--- config.mk ---
export PLATFORM = sky130hd
export DESIGN_NAME = dse_setup_protect
export DESIGN_NICKNAME = d
export VERILOG_FILES = /design/src/design/dse_pkg.sv /design/src/design/dse_chan_mem.sv /design/src/design/dse_setup_protect.sv
export SDC_FILE = /design/constraint.sdc
export NUM_CORES = 1
export LEC_CHECK = 0
export BUFFER_PORTS_ARGS = -buffer_cell sky130_fd_sc_hd__buf_2
export CAP_MARGIN = 10
export CORE_MARGIN = 2
export CORE_UTILIZATION = 33
export DETAILED_ROUTE_END_ITERATION = 6
export HOLD_SLACK_MARGIN = 0.15
export SETUP_SLACK_MARGIN = 0.4
export SKIP_LAST_GASP = 1
export SLEW_MARGIN = 20
export SYNTH_ARGS = -nofsm -noshare
export SYNTH_HDL_FRONTEND = slang
export SYNTH_SLANG_ARGS = --single-unit
--- constraint.sdc ---
create_clock -name core_clk -period 5.1 [get_ports core_clk]
set_input_delay 0.51 -clock core_clk [delete_from_list [all_inputs] [get_ports core_clk]]
set_output_delay 0.51 -clock core_clk [all_outputs]
set_load 0.01 [all_outputs]
--- src/design/dse_pkg.sv ---
// constants for the transfer engine setup and enable protection block
`default_nettype none
package dse_pkg;
   // ------------------------------------------------------------
   // sizes
   // ------------------------------------------------------------
   localparam int unsigned NUM_CH    = 8;
   localparam int unsigned CH_W      = 3;
   localparam int unsigned TIER_N    = 4;
   localparam int unsigned PTR_W     = 32;
   localparam int unsigned CRC_SET_W = 16;
   localparam int unsigned CRC_SUM_W = 32;
   localparam int unsigned BEAT_W    = 2;

   // ------------------------------------------------------------
   // channel_control_second field layout
   // ------------------------------------------------------------
   localparam int unsigned TSRC_LSB = 0;
   localparam int unsigned TSRC_W   = 6;
   localparam int unsigned TACT_LSB = 6;
   localparam int unsigned TACT_W   = 2;
   localparam int unsigned ALVL_LSB = 8;
   localparam int unsigned ALVL_W   = 2;
   localparam int unsigned CMD_LSB  = 10;
   localparam int unsigned CMD_W    = 2;
   localparam int unsigned CCS_W    = 12;

   // fields that stay writable while the channel runs
   localparam logic [CCS_W-1:0] CCS_LIVE_MASK = 12'hf00;
   localparam logic [CCS_W-1:0] CCS_ALL_MASK  = 12'hfff;

   // ------------------------------------------------------------
   // reset values
   // ------------------------------------------------------------
   localparam logic [PTR_W-1:0]     PTR_RST     = 32'h0000_0000;
   localparam logic [CRC_SET_W-1:0] CRC_SET_RST = 16'h0000;
   localparam logic [CRC_SUM_W-1:0] CRC_SUM_RST = 32'h0000_0000;
   localparam logic [CCS_W-1:0]     CCS_RST     = 12'h000;
   localparam logic [TIER_N-1:0]    TIER_RST    = 4'h0;
   localparam logic [CH_W-1:0]      CH_IDX_RST  = 3'h0;
   localparam logic [NUM_CH-1:0]    CH_EN_RST   = 8'h00;
   localparam logic [BEAT_W-1:0]    BEAT_RST    = 2'h0;
endpackage
`default_nettype wire

--- src/design/dse_chan_mem.sv ---
// per-channel store of the second channel control register
`timescale 1ns/1ps
`default_nettype none
module dse_chan_mem (
   input  wire logic                      core_clk,
   input  wire logic                      resetn,
   input  wire logic                      clear_all,
   input  wire logic                      wr_en,
   input  wire logic [dse_pkg::CH_W-1:0]  wr_addr,
   input  wire logic [dse_pkg::CCS_W-1:0] wr_data,
   input  wire logic [dse_pkg::CCS_W-1:0] wr_mask,
   input  wire logic [dse_pkg::CH_W-1:0]  rd_addr,
   output logic      [dse_pkg::CCS_W-1:0] rd_data
);
   import dse_pkg::*;

   typedef struct packed {
      logic [NUM_CH-1:0][CCS_W-1:0] mem;
      logic [CCS_W-1:0]             rdata;
   } dse_mem_state_t;

   dse_mem_state_t st;
   dse_mem_state_t next_st;

   // ------------------------------------------------------------
   // masked write, registered read
   // ------------------------------------------------------------
   always_comb begin
      next_st = st;
      for (int i = 0; i < NUM_CH; i++) begin
         if (clear_all) begin
            next_st.mem[i] = CCS_RST;
         end else if (wr_en && (wr_addr == CH_W'(i))) begin
            next_st.mem[i] = (st.mem[i] & ~wr_mask) | (wr_data & wr_mask);
         end
      end
      // read after write, so a write shows on the next cycle
      next_st.rdata = next_st.mem[rd_addr];
   end

   always_ff @(posedge core_clk or negedge resetn) begin
      if (!resetn) begin
         st <= '0;
      end else begin
         st <= next_st;
      end
   end

   assign rd_data = st.rdata;
endmodule
`default_nettype wire

--- src/design/dse_setup_protect.sv ---
// setup registers and enable protection of the transfer engine
// Functional notes
// - base pointers writable only while engine off
// - global reset bit needs engine and crc off
// - second control locked while channel on, except command/level
// - channel reset bit writable only while disabled
// - crc setup and result writable while crc off
// - arbiter serves only enabled priority tiers
// - channel index selects accessed channel registers
// - bus accesses use descriptor access width
// - descriptor usable only when valid bit set
`timescale 1ns/1ps
`default_nettype none
module dse_setup_protect (
   input  wire logic                          core_clk,
   input  wire logic                          resetn,
   input  wire logic                          ctrl_wr,
   input  wire logic                          ctrl_wdata_dma_on,
   input  wire logic                          ctrl_wdata_crc_on,
   input  wire logic [dse_pkg::TIER_N-1:0]    ctrl_wdata_tier_en,
   input  wire logic                          ctrl_wdata_soft_reset,
   input  wire logic                          base_wr,
   input  wire logic [dse_pkg::PTR_W-1:0]     base_wdata,
   input  wire logic                          wb_wr,
   input  wire logic [dse_pkg::PTR_W-1:0]     wb_wdata,
   input  wire logic                          index_wr,
   input  wire logic [dse_pkg::CH_W-1:0]      index_wdata,
   input  wire logic                          cfirst_wr,
   input  wire logic                          cfirst_wdata_enable,
   input  wire logic                          cfirst_wdata_soft_reset,
   input  wire logic                          csecond_wr,
   input  wire logic [dse_pkg::CCS_W-1:0]     csecond_wdata,
   input  wire logic                          crc_setup_wr,
   input  wire logic [dse_pkg::CRC_SET_W-1:0] crc_setup_wdata,
   input  wire logic                          crc_result_wr,
   input  wire logic [dse_pkg::CRC_SUM_W-1:0] crc_result_wdata,
   input  wire logic [dse_pkg::TIER_N-1:0]    tier_request,
   input  wire logic                          desc_load,
   input  wire logic [dse_pkg::CH_W-1:0]      desc_channel,
   input  wire logic                          desc_valid,
   input  wire logic [dse_pkg::BEAT_W-1:0]    desc_beat_size,
   output logic                               dma_global_on,
   output logic                               crc_unit_on,
   output logic      [dse_pkg::TIER_N-1:0]    priority_tier_enable,
   output logic      [dse_pkg::PTR_W-1:0]     descriptor_base_pointer,
   output logic      [dse_pkg::PTR_W-1:0]     writeback_base_pointer,
   output logic      [dse_pkg::CH_W-1:0]      channel_select_index,
   output logic      [dse_pkg::NUM_CH-1:0]    channel_enable,
   output logic      [dse_pkg::CCS_W-1:0]     channel_control_second,
   output logic      [dse_pkg::CRC_SET_W-1:0] crc_setup_register,
   output logic      [dse_pkg::CRC_SUM_W-1:0] crc_result_register,
   output logic      [dse_pkg::TIER_N-1:0]    tier_grant,
   output logic                               desc_usable,
   output logic      [dse_pkg::BEAT_W-1:0]    access_width
);
   import dse_pkg::*;

   typedef struct packed {
      logic                 dma_on;
      logic                 crc_on;
      logic [TIER_N-1:0]    tier_en;
      logic [PTR_W-1:0]     base_ptr;
      logic [PTR_W-1:0]     wb_ptr;
      logic [CH_W-1:0]      ch_idx;
      logic [NUM_CH-1:0]    ch_en;
      logic [CRC_SET_W-1:0] crc_set;
      logic [CRC_SUM_W-1:0] crc_sum;
      logic [TIER_N-1:0]    grant;
      logic                 usable;
      logic [BEAT_W-1:0]    width;
   } dse_state_t;

   dse_state_t        st;
   dse_state_t        next_st;
   logic              glob_reset;
   logic              ch_reset;
   logic              cur_ch_on;
   logic              base_ok;
   logic              wb_ok;
   logic              crc_set_ok;
   logic              crc_sum_ok;
   logic              desc_ch_on;
   logic              mem_wr;
   logic [CCS_W-1:0]  mem_data;
   logic [CCS_W-1:0]  mem_mask;
   logic [CH_W-1:0]   rd_sel;
   logic [TIER_N-1:0] tier_hit;
   logic [TIER_N-1:0] tier_above;
   logic [TIER_N-1:0] tier_pick;

   // ------------------------------------------------------------
   // write qualification
   // ------------------------------------------------------------
   always_comb begin
      cur_ch_on  = st.ch_en[st.ch_idx];
      glob_reset = ctrl_wr && ctrl_wdata_soft_reset
                   && !st.dma_on && !st.crc_on;
      ch_reset   = cfirst_wr && cfirst_wdata_soft_reset && !cur_ch_on;
      base_ok    = base_wr && !st.dma_on;
      wb_ok      = wb_wr && !st.dma_on;
      crc_set_ok = crc_setup_wr && !st.crc_on;
      crc_sum_ok = crc_result_wr && !st.crc_on;
      desc_ch_on = st.ch_en[desc_channel];
   end

   // ------------------------------------------------------------
   // channel store write control
   // ------------------------------------------------------------
   always_comb begin
      mem_wr = ch_reset || csecond_wr;
      if (ch_reset) begin
         mem_data = CCS_RST;
         mem_mask = CCS_ALL_MASK;
      end else if (cur_ch_on) begin
         mem_data = csecond_wdata;
         mem_mask = CCS_LIVE_MASK;
      end else begin
         mem_data = csecond_wdata;
         mem_mask = CCS_ALL_MASK;
      end
   end

   // ------------------------------------------------------------
   // priority tier arbitration
   // ------------------------------------------------------------
   for (genvar g = 0; g < TIER_N; g = g + 1) begin : g_tier
      assign tier_hit[g] = tier_request[g] && st.tier_en[g] && st.dma_on;
      if (g == TIER_N - 1) begin : g_top
         assign tier_above[g] = 1'b0;
      end else begin : g_low
         assign tier_above[g] = |tier_hit[TIER_N-1:g+1];
      end
      assign tier_pick[g] = tier_hit[g] && !tier_above[g];
   end

   // ------------------------------------------------------------
   // next state
   // ------------------------------------------------------------
   always_comb begin
      next_st = st;
      if (glob_reset) begin
         next_st = '0;
      end else begin
         if (ctrl_wr) begin
            next_st.dma_on  = ctrl_wdata_dma_on;
            next_st.crc_on  = ctrl_wdata_crc_on;
            next_st.tier_en = ctrl_wdata_tier_en;
         end
         if (base_ok) begin
            next_st.base_ptr = base_wdata;
         end
         if (wb_ok) begin
            next_st.wb_ptr = wb_wdata;
         end
         if (index_wr) begin
            next_st.ch_idx = index_wdata;
         end
         if (cfirst_wr) begin
            next_st.ch_en[st.ch_idx] = cfirst_wdata_enable;
         end
         if (crc_set_ok) begin
            next_st.crc_set = crc_setup_wdata;
         end
         if (crc_sum_ok) begin
            next_st.crc_sum = crc_result_wdata;
         end
         // arbiter: highest requesting tier among enabled tiers
         next_st.grant = tier_pick;
         // descriptor fetch outcome
         if (desc_load) begin
            next_st.usable = desc_valid && st.dma_on
                             && desc_ch_on;
            next_st.width  = desc_valid ? desc_beat_size : BEAT_RST;
         end
      end
   end

   always_ff @(posedge core_clk or negedge resetn) begin
      if (!resetn) begin
         st <= '0;
      end else begin
         st <= next_st;
      end
   end

   // ------------------------------------------------------------
   // per-channel second control store
   // ------------------------------------------------------------
   assign rd_sel = next_st.ch_idx;

   dse_chan_mem u_mem (
      .core_clk (core_clk),
      .resetn   (resetn),
      .clear_all(glob_reset),
      .wr_en    (mem_wr),
      .wr_addr  (st.ch_idx),
      .wr_data  (mem_data),
      .wr_mask  (mem_mask),
      .rd_addr  (rd_sel),
      .rd_data  (channel_control_second)
   );

   // ------------------------------------------------------------
   // outputs
   // ------------------------------------------------------------
   assign dma_global_on           = st.dma_on;
   assign crc_unit_on             = st.crc_on;
   assign priority_tier_enable    = st.tier_en;
   assign descriptor_base_pointer = st.base_ptr;
   assign writeback_base_pointer  = st.wb_ptr;
   assign channel_select_index    = st.ch_idx;
   assign channel_enable          = st.ch_en;
   assign crc_setup_register      = st.crc_set;
   assign crc_result_register     = st.crc_sum;
   assign tier_grant              = st.grant;
   assign desc_usable             = st.usable;
   assign access_width            = st.width;
endmodule
`default_nettype wire

==> metrics.txt <==
number of global-route vias before repair approximately 9,500; Ys Warns 0; dpl hpwl roughly 23 mm; ys flop type dfrtp_1; switching share of power 0.316; CP max stage delay 840 ps; wire length of the first global-routing pass 53.4 mm; f_max 276 MHz; Synth top area share 0.545; final hold vios 0; Util after Layout 0.414; CP startpoint kind flop; H-Tree Depth 1; Setup crit end kind flop; CP Class flop to flop; DRC violations left 0; top post-synthesis cells by count nand2_1, dfrtp_1, a21oi_1; register area share after synthesis 0.545; Top delay family on crit path compound AO/OA/AOI/OAI gates; share of cells above drive strength 1 0.268; Max Cap Violations 0; CP bufs+invs 0; CTS Buf Count 29; Worst VDD drop 252 uV; initial detailed-routing violation count 771; Hold Worst Slack 198 ps; cell with the most instances after synthesis nand2_1; Worst Tran Pin Value 971 ps; WP data required 5540 ps; Sink Count 244; Mapped Cells approximately 1,200; Synth Area per Inst 9.40 sq um; Clock Power Share 0.336; clk_skew ~13 ps; Seq pwr share 0.429; clk_lat worst skew 550 ps; vias per cell between 5 and 6; Critical Path AT between 4000 and 5000 ps; area of the mapped netlist roughly 11,000 sq um; FP Rows 67; Vias about 9,600; Unique masters post-synth 52; final WL 33.5 mm; Post-synth EDFFs 0; PwrDens 425 nW/um^2; CTS clock-pin slew for the worst setup and hold paths approximately 60 ps; DRT Pass-1 Iters 5; RSZ-0062 raised after global routing false; core area 33,500 sq um; clock tree buffer depth 3; Area Growth Syn to Fin 24.0%; ys async rst share 1.00; Leak 6.81 nW; pre-CTS setup slack 1500 ps; biggest area consumer among synthesized cells dfrtp_1; worst rel slew slack 0.353; crit-path cells mux2i_1, a22oi_4, a21oi_1, nor3_1, a221o_1, a21oi_1, o311ai_1; clock root buffer clkbuf_16; minimum clock period around 3600 ps; Slew Limit Fails 0; largest net degree at the start of global routing 150; hold crit path type input port to flop; synthesized flop and latch total 244; initial core utilization 0.334; DIE AREA 35,500 sq um; Critical Path Most Common Cell a21oi_1; Cell Int Power a little over 4 mW; CP max stage cell dfrtp_1; synth top area cells dfrtp_1, nand2_1, mux2i_1, a21oi_1, nor2_1; Net Sw Power 1.87 mW; Routed Antenna Nets 0; status complete, no violations; WL/cell 17.6 microns; GP Congestion 0.874; Syn Nets around 1,400; fin crit share 0.711; total track usage 0.186; total power 5.91 mW; number of diodes 0; Die H 188 microns; Die W between 150 and 200 microns; grt ovf 0; Comb power frac 0.235; Setup WS post-layout 1470 ps; number of antenna violations at the first check in global routing 1; total negative slack 0 ps; CTS tree yes; Post-layout nets 1,594; Finish-stage setup viols 0; Crit Path Max Fanout 26; I/O pin count 305; PortBufs 304
logic make-up after synthesis:
family / count (synthesis) / share of synthesized area
buffers and inverters: 105 / 0.0415
flip-flops: 244 / 0.545
AND/OR/NAND/NOR: 484 / 0.180
AO/OA/AOI/OAI: 282 / 0.161
multiplexers: 78 / 0.0727
path summary, 6_finish.rpt:
kind | startpoint | end | slack (ps) | cells after the start
worst min register to register | u_mem.st[54]$_DFF_PN0_ | u_mem.st[54]$_DFF_PN0_ | 510 | 2
worst max-delay path | channel_select_index[0]$_DFF_PN0_ | u_mem.rd_data[10]$_DFF_PN0_ | 1470 | 7
min in group asynchronous | resetn | u_mem.st[54]$_DFF_PN0_ | 580 | 2
worst max register to register | channel_select_index[0]$_DFF_PN0_ | u_mem.rd_data[10]$_DFF_PN0_ | 1470 | 7
worst min-delay path | crc_result_wdata[3] | crc_result_register[3]$_DFFE_PN0P_ | 200 | 3
max in group asynchronous | resetn | crc_setup_register[13]$_DFFE_PN0P_ | 3180 | 3
power by group through the flow:
stage	Sequential, mW	Clock, mW	Combinational [mW]
2_1_floorplan	2.60	0	0.823
3_3_place_gp	2.56	0	1.38
3_5_place_dp	2.57	0	1.40
4_1_cts	2.54	2.04	1.40
5_1_grt	2.59	2.12	1.55
6_report	2.54	1.98	1.39
state kept, by name, indices dropped and copies added, names as in the netlist:
signal / flops
crc_result_register: 32
channel_select_index: 3
dma_global_on: 1
crc_unit_on: 1
u_mem.rd_data: 12
access_width: 2
tier_grant: 4
descriptor_base_pointer: 32
writeback_base_pointer: 32
priority_tier_enable: 4
u_mem.st: 96
desc_usable: 1
crc_setup_register: 16
channel_enable: 8
area by class of cell:
| class | instances | area, sq um |
|---|---|---|
| fillers | 3416 | 19600 |
| inverters | 2 | 7.51 |
| clock inverters | 12 | 88.8 |
| clock buffers | 38 | 820 |
| flip-flops and latches | 244 | 6110 |
| repair buffers | 316 | 1640 |
| multi-input cells | 844 | 4680 |
| well taps | 448 | 561 |
worst register-to-register path, cell delays in order (launching register included):
cell      delay (ps)
dfrtp_1          840
mux2i_1          250
a22oi_4          590
a21oi_1          420
nor3_1           770
a221o_1          270
a21oi_1           70
o311ai_1         310
routing by layer:
layer / vias up / global-route usage / wire length, microns
met5: - / 0 / 13
met1: 4647 / 0.268 / 15500
met4: 2 / 0.0427 / 788
met3: 61 / 0.0339 / 2120
li1: 4570 / - / -
met2: 344 / 0.292 / 15100
metrics by stage:
stage                     cells  instance area [sq um]
after floorplan            1193                  11200
after global placement     1853                  13000
after detailed placement   1853                  13000
after CTS                  1904                  13900
after global routing       1904                  13900
final                      1904                  13900
placed cells by master, fill, tap and decap left out, types with 4 or more instances in the layout:
| master | Yosys | layout |
|---|---|---|
| buf_2 | 6 | 303 |
| nand2_1 | 275 | 275 |
| dfrtp_1 | 244 | 244 |
| a21oi_1 | 135 | 135 |
| nor2_1 | 121 | 120 |
| mux2i_1 | 72 | 71 |
| o21ai_0 | 37 | 37 |
| clkbuf_16 | 0 | 29 |
| nand3_1 | 23 | 23 |
| a22oi_1 | 18 | 18 |
| o22ai_1 | 16 | 16 |
| and3_1 | 16 | 16 |
| and2_1 | 11 | 11 |
| nor3_1 | 10 | 10 |
| clkinv_2 | 0 | 10 |
| buf_4 | 13 | 10 |
| o211ai_1 | 9 | 9 |
| o221ai_1 | 9 | 9 |
| a221o_1 | 8 | 8 |
| nand2b_1 | 7 | 6 |
| o21a_1 | 6 | 6 |
| clkbuf_8 | 0 | 6 |
| a211o_1 | 5 | 5 |
| a211oi_1 | 5 | 5 |
| o21ai_1 | 4 | 4 |
| a31oi_1 | 4 | 4 |
| a311oi_1 | 4 | 4 |
| o21ba_2 | 4 | 4 |
| o311ai_1 | 4 | 4 |
what timing repair did:
| action | in CTS | in global routing |
|---|---|---|
| resized for setup | 0 | 0 |
| hold endpoints to repair | 95 | 0 |
| hold buffers | 1 | 0 |
| buffers inserted | 0 | 0 |
Note: power is estimated with default switching activity, not from simulation.
